===== config.mk =====
export PLATFORM = sky130hd
export DESIGN_NAME = eiwvp_ctrl
export DESIGN_NICKNAME = d
export VERILOG_FILES = /design/src/design/eiwvp_pkg.sv /design/src/design/eiwvp_det_if.sv /design/src/design/eiwvp_line_det.sv /design/src/design/eiwvp_ctrl.sv
export SDC_FILE = /design/constraint.sdc
export NUM_CORES = 1
export LEC_CHECK = 0
export BUFFER_PORTS_ARGS = -buffer_cell sky130_fd_sc_hd__buf_2
export CAP_MARGIN = 20
export CORE_ASPECT_RATIO = 1.4
export CORE_MARGIN = 10
export CORE_UTILIZATION = 40
export DETAILED_ROUTE_END_ITERATION = 8
export PLACE_DENSITY_LB_ADDON = 0.3
export REMOVE_ABC_BUFFERS = 1
export SLEW_MARGIN = 20
export SYNTH_ARGS = -nofsm -noshare
export SYNTH_HDL_FRONTEND = slang
export SYNTH_SLANG_ARGS = --single-unit
export TNS_END_PERCENT = 10

===== constraint.sdc =====
create_clock -name clk_i -period 95.8 [get_ports clk_i]
set_input_delay 19.16 -clock clk_i [delete_from_list [all_inputs] [get_ports clk_i]]
set_output_delay 19.16 -clock clk_i [all_outputs]
set_load 0.05 [all_outputs]

===== src/design/eiwvp_pkg.sv =====
// constants, register map and types for the external request, wake and vector block
package eiwvp_pkg;
  localparam int ADDR_W = 8;
  localparam int DATA_W = 32;
  localparam int N_LINES = 16;
  localparam int N_PERI = 7;
  localparam int N_SRC = N_LINES + N_PERI;
  localparam int PRIO_W = 3;
  localparam int PRIO_STRIDE = 4;
  localparam int SENSE_W = 2;

  // ********************
  // register offsets
  // ********************
  localparam logic [ADDR_W-1:0] OFS_CTRL = 8'h00;
  localparam logic [ADDR_W-1:0] OFS_SENSE = 8'h04;
  localparam logic [ADDR_W-1:0] OFS_LINE_EN = 8'h08;
  localparam logic [ADDR_W-1:0] OFS_PEND = 8'h0c;
  localparam logic [ADDR_W-1:0] OFS_WAKE = 8'h10;
  localparam logic [ADDR_W-1:0] OFS_PRIO_LO = 8'h14;
  localparam logic [ADDR_W-1:0] OFS_PRIO_HI = 8'h18;
  localparam logic [ADDR_W-1:0] OFS_PRIO_MOD = 8'h1c;
  localparam logic [ADDR_W-1:0] OFS_PERI_EN = 8'h20;
  localparam logic [ADDR_W-1:0] OFS_STAT = 8'h24;
  localparam logic [ADDR_W-1:0] OFS_STAT_CLR = 8'h28;
  localparam logic [ADDR_W-1:0] OFS_STAT_EN = 8'h2c;
  localparam logic [ADDR_W-1:0] OFS_STATE = 8'h30;

  // ********************
  // field positions and reset values
  // ********************
  localparam int CTRL_NMI_EDGE = 0;
  localparam int CTRL_MODE_LSB = 1;
  localparam int CTRL_STBY = 3;
  localparam logic [1:0] MODE_DEFAULT = 2'h0;
  localparam logic [1:0] MODE_LEVELS = 2'h2;
  localparam int STAT_NMI = 0;
  localparam int STAT_WAKE = 1;
  localparam int N_STAT = 2;
  localparam logic [DATA_W-1:0] PRIO_LINE_MASK = 32'h77777777;
  localparam logic [DATA_W-1:0] PRIO_MOD_MASK = 32'h00077777;
  localparam logic [DATA_W-1:0] PRIO_RST = 32'h77777777;
  localparam logic [DATA_W-1:0] PRIO_MOD_RST = 32'h00077777;
  localparam logic [PRIO_W-1:0] LEVEL_TOP = 3'h7;

  // ********************
  // vectors
  // ********************
  localparam logic [7:0] VEC_NMI = 8'h07;
  localparam logic [7:0] VEC_LINE0 = 8'h10;
  localparam int VEC_SHIFT = 2;
  // transfer end, watchdog, refresh, converter, timer0 a/b/c (lsb = first)
  localparam logic [8*N_PERI-1:0] PERI_VEC = {8'h2a, 8'h29, 8'h28, 8'h26, 8'h23, 8'h21, 8'h20};
  // module index of each peripheral source into the module priority register
  localparam logic [PRIO_W*N_PERI-1:0] PERI_MOD = {3'h4, 3'h4, 3'h4, 3'h3, 3'h2, 3'h1, 3'h0};

  // ********************
  // timing
  // ********************
  localparam int CLK_NS = 25;
  localparam int SETTLE_NS = 10000;
  localparam int SETTLE_CYC = (SETTLE_NS + CLK_NS - 1) / CLK_NS;

  typedef enum logic [1:0] {
    SENSE_LOW = 2'b00,
    SENSE_FALL = 2'b01,
    SENSE_RISE = 2'b10,
    SENSE_BOTH = 2'b11
  } eiwvp_sense_t;

  typedef enum logic [1:0] {
    PS_RUN = 2'b00,
    PS_STBY = 2'b01,
    PS_SETTLE = 2'b10
  } eiwvp_pstate_t;
endpackage : eiwvp_pkg


===== src/design/eiwvp_det_if.sv =====
// bundle between the controller and the per-line detector
`timescale 1ns/1ps
interface eiwvp_det_if #(
  parameter int N = 16
);
  logic [N-1:0] pin;
  logic [2*N-1:0] sense;
  logic [N-1:0] sample_en;
  logic [N-1:0] hit;
  modport det (input pin, input sense, input sample_en, output hit);
  modport ctl (output pin, output sense, output sample_en, input hit);
endinterface : eiwvp_det_if


===== src/design/eiwvp_line_det.sv =====
// per-line level and edge detector for the maskable request lines
`timescale 1ns/1ps
module eiwvp_line_det
  import eiwvp_pkg::*;
#(
  parameter int N = 16
) (
  input wire logic clk_i,
  input wire logic sys_rst_i,
  eiwvp_det_if.det det
);
  // decode one line's sense code against previous and present pin level
  function automatic logic sense_hit(input logic [1:0] code, input logic prev, input logic cur);
    case (code)
      SENSE_LOW: sense_hit = ~cur;
      SENSE_FALL: sense_hit = prev & ~cur;
      SENSE_RISE: sense_hit = ~prev & cur;
      SENSE_BOTH: sense_hit = prev ^ cur;
      default: sense_hit = 1'b0;
    endcase
  endfunction : sense_hit

  logic [N-1:0] prev_q;

  // previous pin level, idle high
  always_ff @(posedge clk_i) begin
    if (sys_rst_i) begin
      prev_q <= '1;
    end else begin
      prev_q <= det.pin;
    end
  end

  // one detector per line, gated by the sampling enable
  for (genvar g = 0; g < N; g++) begin : g_line
    assign det.hit[g] = det.sample_en[g] &
      sense_hit(det.sense[SENSE_W*g +: SENSE_W], prev_q[g], det.pin[g]);
  end
endmodule : eiwvp_line_det


===== src/design/eiwvp_ctrl.sv =====
// external request, standby wake and vector priority controller
//
// Design decisions made here: the address map and strobed register access.
`timescale 1ns/1ps
module eiwvp_ctrl
  import eiwvp_pkg::*;
#(
  parameter int SETTLE_CYCLES = SETTLE_CYC
) (
  input wire logic clk_i,
  input wire logic sys_rst_i,
  input wire logic [ADDR_W-1:0] reg_addr_i,
  input wire logic [DATA_W-1:0] reg_wdata_i,
  input wire logic reg_wr_i,
  input wire logic reg_rd_i,
  output logic [DATA_W-1:0] reg_rdata_o,
  input wire logic nmi_pin_i,
  input wire logic [N_LINES-1:0] line_pin_i,
  input wire logic [N_PERI-1:0] peri_flag_i,
  input wire logic cpu_mask_i,
  input wire logic [PRIO_W-1:0] cpu_mask_level_i,
  input wire logic cpu_ack_i,
  output logic cpu_req_o,
  output logic [7:0] cpu_vec_o,
  output logic [15:0] cpu_vec_addr_o,
  output logic [PRIO_W-1:0] cpu_level_o,
  output logic [N_SRC-1:0] xfer_req_o,
  output logic standby_o,
  output logic irq_o
);
  // width of the settling down-counter
  localparam int CNT_W = $clog2(SETTLE_CYCLES + 1);

  // ********************
  // decode helpers
  // ********************
  // priority level of a source, lines own fields, peripherals their module field
  function automatic logic [PRIO_W-1:0] src_level(input int idx, input logic [DATA_W-1:0] lo,
                                                  input logic [DATA_W-1:0] hi, input logic [DATA_W-1:0] md);
    int m;
    m = 0;
    if (idx < N_LINES / 2) begin
      src_level = lo[PRIO_STRIDE*idx +: PRIO_W];
    end else if (idx < N_LINES) begin
      src_level = hi[PRIO_STRIDE*(idx-N_LINES/2) +: PRIO_W];
    end else begin
      m = int'(PERI_MOD[PRIO_W*(idx-N_LINES) +: PRIO_W]);
      src_level = md[PRIO_STRIDE*m +: PRIO_W];
    end
  endfunction : src_level

  // vector number of a source; reserved numbers are absent from the table
  function automatic logic [7:0] src_vec(input int idx);
    if (idx < N_LINES) begin
      src_vec = 8'(int'(VEC_LINE0) + idx);
    end else begin
      src_vec = PERI_VEC[8*(idx-N_LINES) +: 8];
    end
  endfunction : src_vec

  // ********************
  // state
  // ********************
  // configuration, flags and power state registers
  logic nmi_edge_q;
  logic [1:0] mode_q;
  logic [2*N_LINES-1:0] sense_q;
  logic [N_LINES-1:0] line_en_q;
  logic [N_LINES-1:0] pend_q;
  logic [N_LINES-1:0] wake_q;
  logic [DATA_W-1:0] prio_lo_q;
  logic [DATA_W-1:0] prio_hi_q;
  logic [DATA_W-1:0] prio_md_q;
  logic [N_PERI-1:0] peri_en_q;
  logic [N_STAT-1:0] stat_q;
  logic [N_STAT-1:0] stat_en_q;
  logic nmi_pend_q;
  logic nmi_prev_q;
  eiwvp_pstate_t pstate_q;
  logic [CNT_W-1:0] settle_q;
  // combinational helpers
  logic wr_ctrl;
  logic wr_pend;
  logic nmi_hit;
  logic wake_req;
  logic settle_done;
  logic [N_STAT-1:0] stat_evt;
  logic [N_SRC-1:0] src_req;
  logic best_found;
  logic [7:0] best_vec;
  logic [PRIO_W-1:0] best_lvl;
  logic best_ok;

  // bundle toward the per-line detector
  eiwvp_det_if #(.N(N_LINES)) det ();

  // pad level is taken whatever the pin direction
  assign det.pin = line_pin_i;
  assign det.sense = sense_q;
  // in standby only wake-enabled lines are sampled
  assign det.sample_en = (pstate_q == PS_RUN) ? '1 : wake_q;

  eiwvp_line_det #(.N(N_LINES)) u_det (
    .clk_i(clk_i),
    .sys_rst_i(sys_rst_i),
    .det(det)
  );

  // register write decodes
  assign wr_ctrl = reg_wr_i && (reg_addr_i == OFS_CTRL);
  assign wr_pend = reg_wr_i && (reg_addr_i == OFS_PEND);

  // ********************
  // configuration registers
  // ********************
  // software-written control, sense, enables, wake and levels
  always_ff @(posedge clk_i) begin
    if (sys_rst_i) begin
      nmi_edge_q <= 1'b0;
      mode_q <= MODE_DEFAULT;
      sense_q <= '0;
      line_en_q <= '0;
      wake_q <= '0;
      prio_lo_q <= PRIO_RST;
      prio_hi_q <= PRIO_RST;
      prio_md_q <= PRIO_MOD_RST;
      peri_en_q <= '0;
      stat_en_q <= '0;
    end else if (reg_wr_i) begin
      case (reg_addr_i)
        OFS_CTRL: begin
          nmi_edge_q <= reg_wdata_i[CTRL_NMI_EDGE];
          mode_q <= reg_wdata_i[CTRL_MODE_LSB +: 2];
        end
        OFS_SENSE: sense_q <= reg_wdata_i[2*N_LINES-1:0];
        OFS_LINE_EN: line_en_q <= reg_wdata_i[N_LINES-1:0];
        OFS_WAKE: wake_q <= reg_wdata_i[N_LINES-1:0];
        OFS_PRIO_LO: prio_lo_q <= reg_wdata_i & PRIO_LINE_MASK;
        OFS_PRIO_HI: prio_hi_q <= reg_wdata_i & PRIO_LINE_MASK;
        OFS_PRIO_MOD: prio_md_q <= reg_wdata_i & PRIO_MOD_MASK;
        OFS_PERI_EN: peri_en_q <= reg_wdata_i[N_PERI-1:0];
        OFS_STAT_EN: stat_en_q <= reg_wdata_i[N_STAT-1:0];
        default: ;
      endcase
    end
  end

  // ********************
  // pending flags
  // ********************
  // write 0 clears, a same-cycle detection wins
  always_ff @(posedge clk_i) begin
    if (sys_rst_i) begin
      pend_q <= '0;
    end else if (wr_pend) begin
      pend_q <= (pend_q & reg_wdata_i[N_LINES-1:0]) | det.hit;
    end else begin
      pend_q <= pend_q | det.hit;
    end
  end

  // ********************
  // non-maskable input
  // ********************
  // edge match on the selected polarity
  assign nmi_hit = nmi_edge_q ? (~nmi_prev_q & nmi_pin_i) : (nmi_prev_q & ~nmi_pin_i);

  // edge detect and pending until the cpu takes vector 7
  always_ff @(posedge clk_i) begin
    if (sys_rst_i) begin
      nmi_prev_q <= 1'b1;
      nmi_pend_q <= 1'b0;
    end else begin
      nmi_prev_q <= nmi_pin_i;
      if (nmi_hit) begin
        nmi_pend_q <= 1'b1;
      end else if (cpu_ack_i && cpu_req_o && cpu_vec_o == VEC_NMI) begin
        nmi_pend_q <= 1'b0;
      end
    end
  end

  // ********************
  // software standby
  // ********************
  // wake sources: the non-maskable edge or a wake-enabled line
  assign wake_req = nmi_hit || (|(det.hit & wake_q));
  assign settle_done = (pstate_q == PS_SETTLE) && (settle_q == '0);

  // enter on control write, leave after the settling count
  always_ff @(posedge clk_i) begin
    if (sys_rst_i) begin
      pstate_q <= PS_RUN;
      settle_q <= '0;
    end else begin
      case (pstate_q)
        PS_RUN: begin
          if (wr_ctrl && reg_wdata_i[CTRL_STBY]) begin
            pstate_q <= PS_STBY;
          end
        end
        PS_STBY: begin
          if (wake_req) begin
            pstate_q <= PS_SETTLE;
            settle_q <= CNT_W'(SETTLE_CYCLES - 1);
          end
        end
        PS_SETTLE: begin
          if (settle_q == '0) begin
            pstate_q <= PS_RUN;
          end else begin
            settle_q <= settle_q - 1'b1;
          end
        end
        default: pstate_q <= PS_RUN;
      endcase
    end
  end

  // standby covers the settling phase too
  assign standby_o = (pstate_q != PS_RUN);

  // ********************
  // arbitration
  // ********************
  // requests gated by their own enables only
  assign src_req = {peri_flag_i & peri_en_q, pend_q & line_en_q};

  // pick the winner; strict greater keeps ties on the lower vector
  always_comb begin
    logic [PRIO_W-1:0] lvl;
    lvl = '0;
    best_found = 1'b0;
    best_vec = '0;
    best_lvl = '0;
    for (int i = 0; i < N_SRC; i++) begin
      lvl = (mode_q == MODE_LEVELS) ? src_level(i, prio_lo_q, prio_hi_q, prio_md_q) : '0;
      if (src_req[i] && (!best_found || lvl > best_lvl)) begin
        best_found = 1'b1;
        best_vec = src_vec(i);
        best_lvl = lvl;
      end
    end
    if (mode_q == MODE_LEVELS) begin
      best_ok = best_found && (best_lvl > cpu_mask_level_i);
    end else begin
      best_ok = best_found && !cpu_mask_i;
    end
  end

  // registered request, vector and entry address toward the cpu
  always_ff @(posedge clk_i) begin
    if (sys_rst_i) begin
      cpu_req_o <= 1'b0;
      cpu_vec_o <= '0;
      cpu_vec_addr_o <= '0;
      cpu_level_o <= '0;
    end else if (nmi_pend_q && !(cpu_ack_i && cpu_req_o && cpu_vec_o == VEC_NMI)) begin
      cpu_req_o <= 1'b1;
      cpu_vec_o <= VEC_NMI;
      cpu_vec_addr_o <= 16'(VEC_NMI) << VEC_SHIFT;
      cpu_level_o <= LEVEL_TOP;
    end else begin
      cpu_req_o <= best_ok;
      cpu_vec_o <= best_ok ? best_vec : '0;
      cpu_vec_addr_o <= best_ok ? (16'(best_vec) << VEC_SHIFT) : '0;
      cpu_level_o <= best_ok ? best_lvl : '0;
    end
  end

  // transfer controller requests bypass mode and mask
  always_ff @(posedge clk_i) begin
    if (sys_rst_i) begin
      xfer_req_o <= '0;
    end else begin
      xfer_req_o <= src_req;
    end
  end

  // ********************
  // event status and interrupt
  // ********************
  // status events: non-maskable edge, end of settling
  assign stat_evt = {settle_done, nmi_hit};

  // sticky status; a new event wins over the clear
  always_ff @(posedge clk_i) begin
    if (sys_rst_i) begin
      stat_q <= '0;
    end else if (reg_wr_i && reg_addr_i == OFS_STAT_CLR) begin
      stat_q <= (stat_q & ~reg_wdata_i[N_STAT-1:0]) | stat_evt;
    end else begin
      stat_q <= stat_q | stat_evt;
    end
  end

  // level interrupt while an enabled status bit is set
  assign irq_o = |(stat_q & stat_en_q);

  // ********************
  // read port
  // ********************
  // read data one cycle after the strobe, zero elsewhere
  always_ff @(posedge clk_i) begin
    if (sys_rst_i) begin
      reg_rdata_o <= '0;
    end else if (reg_rd_i) begin
      case (reg_addr_i)
        OFS_CTRL: reg_rdata_o <= DATA_W'({mode_q, nmi_edge_q}) << CTRL_NMI_EDGE;
        OFS_SENSE: reg_rdata_o <= DATA_W'(sense_q);
        OFS_LINE_EN: reg_rdata_o <= DATA_W'(line_en_q);
        OFS_PEND: reg_rdata_o <= DATA_W'(pend_q);
        OFS_WAKE: reg_rdata_o <= DATA_W'(wake_q);
        OFS_PRIO_LO: reg_rdata_o <= prio_lo_q;
        OFS_PRIO_HI: reg_rdata_o <= prio_hi_q;
        OFS_PRIO_MOD: reg_rdata_o <= prio_md_q;
        OFS_PERI_EN: reg_rdata_o <= DATA_W'(peri_en_q);
        OFS_STAT: reg_rdata_o <= DATA_W'(stat_q);
        OFS_STAT_EN: reg_rdata_o <= DATA_W'(stat_en_q);
        OFS_STATE: reg_rdata_o <= DATA_W'({nmi_pend_q, pstate_q});
        default: reg_rdata_o <= '0;
      endcase
    end else begin
      reg_rdata_o <= '0;
    end
  end
endmodule : eiwvp_ctrl


# Word-level counts from Yosys, hierarchy flattened
# Cells that the tools add are included.
# Widths: inputs -> output; s select.
[word_totals] ff_bits=264 latch_bits=0 ram_bits=0 rom_bits=0 input_bits=73 out_inout_bits=85 word_cells=475 memories=0
[classes] addsub=1 n_mul=0 n_div=0 magnitude_cmp=23 n_eq_ne=68 shifts=0 n_mux=128 n_bitwise=113 reduce_logical=117
[op_table] operator="$pmux 32 s12" n=1
[op_table] operator="$mux 8" n=22
[op_table] operator="$mux 3" n=48
[op_table] operator="$gt 3x3->1" n=23
[op_table] operator="$eq 2x2->1 const B" n=34
[op_table] operator="$pmux 1 s4" n=16
[op_table] operator="$and 1x1->1" n=50
[op_table] operator="$and 16x16->16" n=3
[op_table] operator="$eq 8x6->1 const B" n=5
[op_table] operator="$not 1->1" n=36
[op_table] operator="$eq 2x1->1 const B" n=17
[op_table] operator="$logic_not 2->1" n=17
[op_table] operator="$eq 8x5->1 const B" n=4
[op_table] operator="$logic_and 1x1->1" n=32
[op_table] operator="$mux 16" n=2
[op_table] operator="$or 16x16->16" n=2
[op_table] operator="$mux 1" n=28
[op_table] operator="$logic_not 1->1" n=24
[op_table] operator="$logic_or 1x1->1" n=23
[op_table] operator="$mux 9" n=2
[op_table] operator="$pmux 9 s2" n=1
[op_table] operator="$reduce_and 2->1" n=9
[op_table] operator="$eq 8x3->1 const B" n=2
[op_table] operator="$eq 8x4->1 const B" n=2
[op_table] operator="other kinds (18)" n=47

# Logic depth before layout (Yosys ltp)
# Gate-level depths: netlist of run 1.
[depth] word_depth=96 mapped_depth=201 depth_no_buf=191

# Modules after synthesis
# From an unflattened synthesis of run 1, not the netlist that was laid out.
[unflattened] cells_unflattened=1847 hier_area_um2=14247.4
[modules_own_cells] module="eiwvp_ctrl" instances=1 cells_per_inst=1654 area_each_um2=12774.8 seq_area_each_um2=4704.5
[modules_own_cells] module="eiwvp_line_det" instances=1 cells_per_inst=193 area_each_um2=1472.7 seq_area_each_um2=320.3

# Least setup slack after synthesis of run 1
# No wires, ideal clock.
[synth_path] path_kind="register -> register" from="reg mode_q[1]" to="reg cpu_level_o[1]" setup_ns=0.060 t_arrival_ns=32.906 t_required_ns=95.740 setup_slack_ns=62.834 path_stages_with_launch=182 path_buffers=10 period_less_slack_ns=32.966 cell_sequence="dfxtp_1 nor2b_1 clkbuf_1 clkbuf_1 clkbuf_1 clkbuf_1 clkbuf_1 clkbuf_1 clkbuf_1 nand3_1 ha_1 and3_1 a21oi_1 o21a_1 a22o_1 nand2_1 ha_1 and3b_1 (+146 left out) mux2i_1 ha_1 nor2b_1 o21a_1 o21ai_0 a21oi_1 or2_2 clkbuf_1 mux2_2 ha_1 a21o_1 a21oi_1 a31oi_1 nor2_1 a2111o_1 or2_2 a211oi_1 a311o_1"
[synth_via] elab_chain_cells=96 elab_cells_between_ends=160 cone_classes="order compare (23); eq/ne (1); mux (69); reduce/logical (67)"
[synth_rtl] item="from (decl)" line_no="eiwvp_ctrl.sv:66" text="logic [1:0] mode_q;"
[synth_rtl] item="from (signal assigned)" line_no="eiwvp_ctrl.sv:133" text="mode_q <= reg_wdata_i[CTRL_MODE_LSB +: 2];"
[synth_rtl] item="$eq 2x2->1 *" line_no="eiwvp_ctrl.sv:237, eiwvp_ctrl.sv:244"
[synth_rtl] item="$mux 3" line_no="eiwvp_ctrl.sv:237" text="lvl = (mode_q == MODE_LEVELS) ? src_level(i, prio_lo_q, prio_hi_q, prio_md_q) : '0;"
[synth_rtl] item="$mux 3" line_no="eiwvp_ctrl.sv:238" text="if (src_req[i] && (!best_found || lvl > best_lvl)) begin"
[synth_rtl] item="$gt 3x3->1" line_no="eiwvp_ctrl.sv:238"
[synth_rtl] item="$logic_or 1x1->1" line_no="eiwvp_ctrl.sv:238"
[synth_rtl] item="$logic_and 1x1->1" line_no="eiwvp_ctrl.sv:238"
[synth_rtl] item="$mux 3 / $mux 1 (equally long branches)" line_no="eiwvp_ctrl.sv:238"
[synth_rtl] item="$gt 3x3->1 / $logic_not 1->1 (equally long branches)" line_no="eiwvp_ctrl.sv:238"
[synth_rtl] item="(+80 left out)"
[synth_rtl] item="$logic_or 1x1->1" line_no="eiwvp_ctrl.sv:238"
[synth_rtl] item="$logic_and 1x1->1" line_no="eiwvp_ctrl.sv:238"
[synth_rtl] item="$mux 3" line_no="eiwvp_ctrl.sv:238"
[synth_rtl] item="$gt 3x3->1" line_no="eiwvp_ctrl.sv:245" text="best_ok = best_found && (best_lvl > cpu_mask_level_i);"
[synth_rtl] item="$logic_and 1x1->1" line_no="eiwvp_ctrl.sv:245"
[synth_rtl] item="$mux 1" line_no="eiwvp_ctrl.sv:244" text="if (mode_q == MODE_LEVELS) begin"
[synth_rtl] item="$mux 3 *" line_no="eiwvp_ctrl.sv:267" text="cpu_level_o <= best_ok ? best_lvl : '0;"
[synth_rtl] item="$mux 3 *" line_no="eiwvp_ctrl.sv:258" text="end else if (nmi_pend_q && !(cpu_ack_i && cpu_req_o && cpu_vec_o == VEC_NMI)) begin"
[synth_rtl] item="to (signal assigned)" line_no="eiwvp_ctrl.sv:267"
[synth_rtl] item="to (decl)" line_no="eiwvp_ctrl.sv:26" text="output logic [PRIO_W-1:0] cpu_level_o,"
# Mark *: on every way between the ends. The rest lies on a longest branch, timed or not.
# A chain may end at the register's enable or synchronous reset.

# Final worst setup path of run 1
# Same ends and word-level chain as after synthesis.

==> flow_summary.toml, run 1 <==
[run_status]
status = "finished clean"

[run]
cap_violations = 0

[power_and_ir_drop]
p_sw_frac = 0.239
peakVddDrop_v = 0.0000130
powerDensity_nw_per_um2 = 13.8
switchingPower_uw = 52.2
clkPwrFrac = 0.457
share_comb_of_total_power = 0.055
p_seq_frac = 0.488
p_int_uw = 167
p_leak_nw = 6.85

[logic_synthesis]
syn_area_um2 = 14000
ys_seq_area_frac = 0.359
ys_types = 97
yosysWarnings = 0
synth-main-ff-cell = "dfxtp_1"
synth-seq-cells = 251
syn_inst = 1761
synth_area_per_cell_um2 = 7.95
synth-edff-count = 0
synthTopCellsByArea = "dfxtp_1 36%, nand2_1 10%, ha_1 7.9%"
post-synth-top-area-fraction = 0.359
async_flop_share = 0
yosys.area.top_type = "dfxtp_1"

[clock_network]
cts.sinks = 251
clk_path_buf_depth = 3
htreeDepth = 1
clk_latency_ns = 0.56
cts_setup_buffers = 0
cts_resized = 0
root_buffer = "clkbuf_16"
cts_inserted_buffers = 27
ctsHoldBuffers = 0
clk_pin_slew_worst_paths_ns = 0.06
cts_tree = "done"

[timing]
hold_viol = 0
tightest_slew_ns = 1.09
period_share = 0.381
finalSetupTns_ns = 0
rsz0062_at_grt = "false"
fmax_ghz = 0.0274
skew_ns = 0.0282
report.final.slew_viol_count = 0
post-route-min-period_ns = 36.47
final-setup-viol-count = 0
max_slew_margin = 0.274

[worst_setup_path]
critPathLaunchType = "flip-flop"
worst_ep_arrival_time_ns = 36.94
critPathMostFrequentCell = "ha_1"
slowest_delay_ns = 0.69
crit_path_end_kind = "flip-flop"
cp_slowest_cell = "a21oi_1"
critPathKind = "flip-flop to flip-flop"
crit_fanout = 76
critPathRequiredTime_ns = 96.28

[layout]
nFillCells = 3527
fin_nets = 2015
drive_gt1_frac = 0.154
area_delta_synth_final_pct = 13.3
stdcell_area_um2 = 15800

[global_routing]
met2_usage = 0.387
top_usage_layer = "met2"
grt_pass1_vias = 13100
grt_usage = 0.228
grt_util_met1 = 0.267
grt_start_max_net_pins = 94
grt_pass1_wl_mm = 76.7
met3_usage = 0.0338
antenna_found_initial = 0
grt_overflow = 0

[floorplanning]
io-pin-count = 158
die_area_um2 = 43000
die_w_um = 178
placementRows = 81
core_area_um2 = 34800
die_h_um = 241
start_util = 0.403

[routing]
wl_per_cell_um = 21.8
drtAntennaViolNets = 0
num_vias = 13500
first_pass_iters = 8
drc = 0
avgViaCountPerCell = 5.82
wirelength_mm = 50.7
drtIter0Drc = 1225

[placement]
numPortBuffers = 145
routabilityCongestion = 0.973
placed_area_um2 = 15000
place_hpwl_mm = 37.4

[min_path]
hold_path_class = "flip-flop to flip-flop"
## path summary, 6_finish.rpt
kind | start | endpoint | slack [ns] | cells past startpoint
worst max-delay path | mode_q[1] | cpu_level_o[1] | 59.33 | 176
worst min-delay path | settle_q[8] | settle_q[8] | 0.47 | 2
worst max register to register | mode_q[1] | cpu_level_o[1] | 59.33 | 176
worst min register to register | settle_q[8] | settle_q[8] | 0.47 | 2
## metrics by stage
stage          std cells  utilization  setup WS [ns]  hold WS [ns]  total power [mW]
6_report            2325        0.456          59.33         0.474             0.219
5_1_grt             2324        0.456          55.83         0.500             0.226
4_1_cts             2324        0.456          59.85         0.478             0.220
3_5_place_dp        2281        0.432          60.06         0.470             0.121
3_3_place_gp        2280        0.432          61.10         0.458             0.121
2_1_floorplan       1662            -          62.07         0.443             0.114
## registers in the layout (all words and copies together) (netlist names)
register and count:
prio_lo_q 24, cpu_vec_o 6, prio_hi_q 24, reg_rdata_o 32
cpu_req_o 1, nmi_pend_q 1, u_det.prev_q 16, xfer_req_o 23
pstate_q 2, nmi_edge_q 1, peri_en_q 7, mode_q 2
wake_q 16, nmi_prev_q 1, line_en_q 16, settle_q 9
prio_md_q 15, cpu_level_o 3, stat_q 2, det.sense 32
pend_q 16, stat_en_q 2
## Yosys cell counts, types with 8 or more instances
cell type  number
clkbuf_1       89
a31oi_1        23
and2_1         32
a21o_1         13
o21a_1          9
nor2b_1        20
a222oi_1       19
dfxtp_1       251
mux4_2         10
a221oi_1       11
inv_1          73
nand4_1        10
a21oi_1       149
ha_1           88
and3_1         10
nand3b_1       68
mux2i_1        20
or2_2          26
o21ai_0        78
a22oi_1        42
nand2_1       384
a22o_1          9
nand2b_1       13
nor2_1        109
buf_4          18
nand3_1        32
nor3_1         12
o21ai_1         8
a211oi_1       12
## final cells by class
type / instances / area, um2 / area share
tap: 456 / 571 / 0.0360
clock buffer: 37 / 753 / 0.0475
sequential: 251 / 5020 / 0.317
multi-input combinational: 1337 / 8280 / 0.522
timing repair buffer: 163 / 875 / 0.0552
antenna: 1 / 2.50 / 0.000158
inverter: 74 / 278 / 0.0175
clock inverter: 6 / 65.1 / 0.00411
## logic make-up (layout without fill, tap and decap cells)
group,after synthesis,after routing,share of synthesized area
mux,34,34,0.0344
fa+ha+maj,90,90,0.0801
simple gates,759,759,0.261
buf+inv,184,280,0.0543
compound gates,436,436,0.207
other cells,1,13,0.000268
xor+xnor,6,6,0.00376
flops,251,251,0.359
## placed cells by master, fill, tap and decap left out, types with 19 or more instances in the layout
master / n
nand2_1: 383
and2_1: 34
a22oi_1: 42
a31oi_1: 23
buf_2: 144
a222oi_1: 19
a21oi_1: 149
o21ai_0: 78
dfxtp_1: 251
inv_1: 73
mux2i_1: 20
nand3_1: 32
clkbuf_16: 27
or2_2: 26
nor2_1: 107
nand3b_1: 68
nor2b_1: 19
ha_1: 88
## per-layer routing
metal	wire length (um)	vias to the layer above
li1	-	6339
met1	19600	6505
met2	24400	557
met3	3680	124
met4	2980	0
met5	0	-
## power groups by stage
stage               clock (mW)  combinational (mW)  sequential, mW
floorplan                    0             0.00519           0.109
detailed placement           0              0.0119           0.109
global route             0.106              0.0131           0.107
CTS                      0.101              0.0120           0.107
finish                   0.100              0.0121           0.107
global placement             0              0.0116           0.109
## critical path: cells and delay by family (launching register included)
kind | cells | cell delay, ns
multiplexers | 8 | 2.21
AND/OR/NAND/NOR | 51 | 8.08
AO/OA/AOI/OAI | 84 | 17.28
buffers and inverters | 8 | 1.18
flip-flops | 1 | 0.38
adder cells (fa/ha/maj) | 25 | 7.20
Note: power is estimated with default switching activity, not from simulation.
==> inputs of run 2 (changes only) <==
==> constraint.sdc (replaced) <==
create_clock -name clk_i -period 35.3 [get_ports clk_i]
set_input_delay 7.06 -clock clk_i [delete_from_list [all_inputs] [get_ports clk_i]]
set_output_delay 7.06 -clock clk_i [all_outputs]
set_load 0.05 [all_outputs]
==> flow_summary.toml, run 2 (synthesis results as in run 1) <==
[run_status]
status = "finished clean"

[layout]
stdcell_count = 2347
area_delta_synth_final_pct = 16.0
drive_gt1_frac = 0.181
nFillCells = 3499
final_cell_mix = "381 x nand2_1, 249 x dfxtp_1, 144 x buf_2"
layout_commonest_cell = "nand2_1"
fin_nets = 2033

[routing]
avgViaCountPerCell = 5.83
drtIter0Drc = 1205
drc = 0
first_pass_iters = 7
num_vias = 13700
wl_per_cell_um = 21.9
wirelength_mm = 51.4
drtAntennaViolNets = 0

[worst_setup_path]
critPathKind = "flip-flop to flip-flop"
worst_ep_arrival_time_ns = 33.65
r2r_slack_ns = 2.15
slowest_delay_ns = 0.48
cp_slowest_cell = "a2111o_1"
crit_path_end_kind = "flip-flop"
critPathMostFrequentCell = "ha_1"
critPathRequiredTime_ns = 35.80
critPathLaunchType = "flip-flop"
crit_fanout = 9

[clock_network]
clk_path_buf_depth = 3
cts_tree = "done"
clk_latency_ns = 0.56
cts.sinks = 251
clk_pin_slew_worst_paths_ns = 0.06
htreeDepth = 1
root_buffer = "clkbuf_16"
cts_inserted_buffers = 26
ctsHoldBuffers = 0

[global_routing]
antenna_found_initial = 0
grt_overflow = 0
grt_start_max_net_pins = 93
grt_usage = 0.230
grt_pass1_vias = 13100
grt_pass1_wl_mm = 76.9

[floorplanning]
core_area_um2 = 34800
placementRows = 81
die_h_um = 241
die_w_um = 178
io-pin-count = 158
start_util = 0.403
die_area_um2 = 43000

[placement]
numPortBuffers = 145
place_hpwl_mm = 37.5
pre_cts_ws_ns = -0.183
dpl.cell_count = 2278
routabilityCongestion = 0.967

[timing]
post-route-min-period_ns = 33.15
fin_ws_ns = 2.15
finalHoldWorstSlack_ns = 0.477
finalSetupTns_ns = 0
period_share = 0.939
fmax_ghz = 0.0302
skew_ns = 0.0139
hold_viol = 0
tightest_slew_ns = 1.24
final-setup-viol-count = 0
max_slew_margin = 0.175
report.final.slew_viol_count = 0

[power_and_ir_drop]
p_leak_nw = 6.98
powerDensity_nw_per_um2 = 37.7
peakVddDrop_v = 0.0000292

[run]
cap_violations = 0

[min_path]
hold_path_class = "flip-flop to flip-flop"
-- run 2: cell types whose count changed in the layout (fill, tap and decap cells not counted), moves of 3 or more --
cell,previous run,this run
buf_4,17,35
a21oi_1,149,140
o21ai_0,78,70
a21oi_2,6,12
a21oi_4,0,4
clkinv_2,2,6
o21ai_1,8,12
a31oi_1,23,20
a31oi_2,0,3
clkbuf_1,6,3
-- run 2: what timing repair did --
item | in CTS | in global routing
resized for setup | 1 | 46
cloned | 1 | 1
setup buffers | 0 | 20
setup endpoints to repair | 8 | 10
pin swaps | 0 | 15
-- run 2: through the flow --
stage / power (mW) / instance area (um2) / util
3_3_place_gp: 0.327 / 15000 / 0.431
4_1_cts: 0.616 / 15900 / 0.457
6_report: 0.612 / 16200 / 0.467
3_5_place_dp: 0.328 / 15000 / 0.432
2_1_floorplan: 0.311 / 13600 / -
5_1_grt: 0.629 / 16200 / 0.467
-- run 2: path summary, 6_finish.rpt --
check,end,startpoint,cells after the start
worst max register to register,cpu_level_o[1],mode_q[1],175
worst max-delay path,cpu_level_o[1],mode_q[1],175
worst min-delay path,line_en_q[15],line_en_q[15],2
worst min register to register,line_en_q[15],line_en_q[15],2
-- run 2: final cells by class --
cell class / count / area, um2 / share of cell area
diodes: 1 / 2.50 / 0.000154
clock buffers: 34 / 742 / 0.0457
clock inverters: 12 / 145 / 0.00894
inverters: 74 / 278 / 0.0171
multi-input cells: 1339 / 8470 / 0.522
flip-flops and latches: 251 / 5030 / 0.310
well taps: 456 / 571 / 0.0352
repair buffers: 180 / 995 / 0.0613
-- run 2: worst max-delay path, delay by kind of cell, from the launching register on --
kind | cells | cell delay, ns
multiplexers | 5 | 1.22
AND/OR/NAND/NOR | 56 | 8.92
adder cells (fa/ha/maj) | 25 | 6.99
flip-flops | 1 | 0.41
buffers and inverters | 7 | 0.64
AO/OA/AOI/OAI | 82 | 14.88
-- run 2: report_power, final --
part	total, mW	switching [mW]	internal, mW
logic	0.0329	0.0222	0.0107
registers	0.289	0.00297	0.286
clock network	0.290	0.120	0.170
-- run 2: metal layers --
layer	wire length, um	vias up	GRT usage
met3	3870	155	0.0323
met4	3310	0	0.144
met5	0	-	0
met1	19400	6514	0.265
li1	-	6386	-
met2	24900	623	0.393
==> inputs of run 3 (changes only) <==
--- a/config.mk
+++ b/config.mk
@@ -5,12 +5,13 @@
 export SDC_FILE = /design/constraint.sdc
 export NUM_CORES = 1
 export LEC_CHECK = 0
-export BUFFER_PORTS_ARGS = -buffer_cell sky130_fd_sc_hd__buf_2
 export CAP_MARGIN = 20
 export CORE_ASPECT_RATIO = 1.4
 export CORE_MARGIN = 10
 export CORE_UTILIZATION = 40
+export CTS_BUF_LIST = sky130_fd_sc_hd__clkbuf_2 sky130_fd_sc_hd__clkbuf_4 sky130_fd_sc_hd__clkbuf_8
 export DETAILED_ROUTE_END_ITERATION = 8
+export DONT_BUFFER_PORTS = 1
 export PLACE_DENSITY_LB_ADDON = 0.3
 export REMOVE_ABC_BUFFERS = 1
 export SLEW_MARGIN = 20
==> flow_summary.toml, run 3 (synthesis results as in run 1) <==
[run_status]
status = "finished clean"

[clock_network]
cts_inserted_buffers = 41
htreeDepth = 2
cts.sinks = 251
ctsHoldBuffers = 0
cts_tree = "done"
clk_latency_ns = 0.59
clk_path_buf_depth = 3
clk_pin_slew_worst_paths_ns = 0.07
root_buffer = "clkbuf_8"

[floorplanning]
placementRows = 81
core_area_um2 = 34800
die_w_um = 178
start_util = 0.403
die_h_um = 241
die_area_um2 = 43000
io-pin-count = 158

[global_routing]
top_usage_layer = "met2"
met2_usage = 0.388
grt_pass1_wl_mm = 75.4
antenna_found_initial = 1
grt_start_max_net_pins = 212
grt_overflow = 0
met3_usage = 0.0455
grt_usage = 0.227
grt_pass1_vias = 12300
grt_util_met1 = 0.260

[timing]
max_slew_margin = 0.223
report.final.slew_viol_count = 0
fmax_ghz = 0.0301
final-setup-viol-count = 0
skew_ns = 0.0372
post-route-min-period_ns = 33.24
finalHoldWorstSlack_ns = 0.471
period_share = 0.942
tightest_slew_ns = 1.16
hold_viol = 0

[routing]
num_vias = 13100
first_pass_iters = 7
wl_per_cell_um = 22.9
drc = 0
drtAntennaViolNets = 0
wirelength_mm = 51.0
drtIter0Drc = 1144
avgViaCountPerCell = 5.88

[min_path]
hold_path_class = "flip-flop to flip-flop"

[layout]
drive_gt1_frac = 0.126
fin_nets = 1903
nFillCells = 3445
antenna_cells = 0
final_core_util = 0.444
area_delta_synth_final_pct = 10.3
final_cell_mix = "382 x nand2_1, 251 x dfxtp_1, 139 x a21oi_1"
regArea_um2 = 5020
layout_commonest_cell = "nand2_1"
multi_input_area_um2 = 8450

[placement]
routabilityCongestion = 0.996
place_hpwl_mm = 37.0
numPortBuffers = 0

[run]
cap_violations = 0

[worst_setup_path]
cp_slowest_cell = "a2111o_1"
worst_ep_arrival_time_ns = 33.78
critPathRequiredTime_ns = 35.84
crit_path_end_kind = "flip-flop"
slowest_delay_ns = 0.45
critPathLaunchType = "flip-flop"
critPathKind = "flip-flop to flip-flop"
crit_fanout = 12
critPathMostFrequentCell = "ha_1"

[power_and_ir_drop]
p_leak_nw = 6.29
powerDensity_nw_per_um2 = 37.0
peakVddDrop_v = 0.0000196
==> run 3: worst paths after layout <==
| check | start | end | slack, ns | depth (start not counted) |
|---|---|---|---|---|
| hold reg to reg | line_en_q[15] | line_en_q[15] | 0.47 | 2 |
| setup / recovery | mode_q[1] | cpu_level_o[1] | 2.06 | 173 |
| hold / removal | line_en_q[15] | line_en_q[15] | 0.47 | 2 |
| setup reg to reg | mode_q[1] | cpu_level_o[1] | 2.06 | 173 |
==> run 3: metrics by stage <==
step / total power, mW / area (um2) / std cells / setup TNS [ns] / setup WS, ns
after floorplan: 0.311 / 13600 / 1662 / 0 / 1.57
after global placement: 0.315 / 14300 / 2135 / 0 / 1.20
after detailed placement: 0.315 / 14300 / 2135 / 0 / 0.292
after CTS: 0.576 / 15100 / 2206 / 0 / 0.233
after global routing: 0.589 / 15400 / 2226 / -0.0374 / -0.0374
final: 0.570 / 15400 / 2226 / 0 / 2.06
==> run 3: per-layer routing <==
layer / vias to the layer above / share of wire
li1: 6136 / -
met1: 6265 / 0.38
met2: 562 / 0.49
met3: 116 / 0.075
met4: 2 / 0.053
met5: - / 0.00025
==> run 3: cell type report <==
| cell class | instances | area share |
|---|---|---|
| multi-input cells | 1337 | 0.547 |
| flip-flops and latches | 251 | 0.326 |
| clock buffers | 60 | 0.0495 |
| well taps | 456 | 0.0370 |
| repair buffers | 37 | 0.0180 |
| inverters | 74 | 0.0180 |
| clock inverters | 11 | 0.00454 |
==> run 3: timing repair <==
item | 4_1_cts | 5_1_grt
endpoints found under the setup margin | 0 | 10
setup buffers | 0 | 20
gates resized for setup | 0 | 44
==> run 3: power breakdown <==
group | switching (mW) | internal, mW | leakage [nW]
logic | 0.0107 | 0.00725 | 3.82
clock network | 0.122 | 0.139 | 0.426
registers | 0.00504 | 0.287 | 2.04
total | 0.137 | 0.433 | 6.29
==> run 3: critical path: cells and delay by family (launching register included) <==
family	cells	cell delay, ns
DFF	1	0.38
muxes	6	1.60
buffers and inverters	6	0.56
AOI/OAI and AO/OA	84	15.23
adders and majority gates	25	7.15
and+or+nand+nor	52	8.19
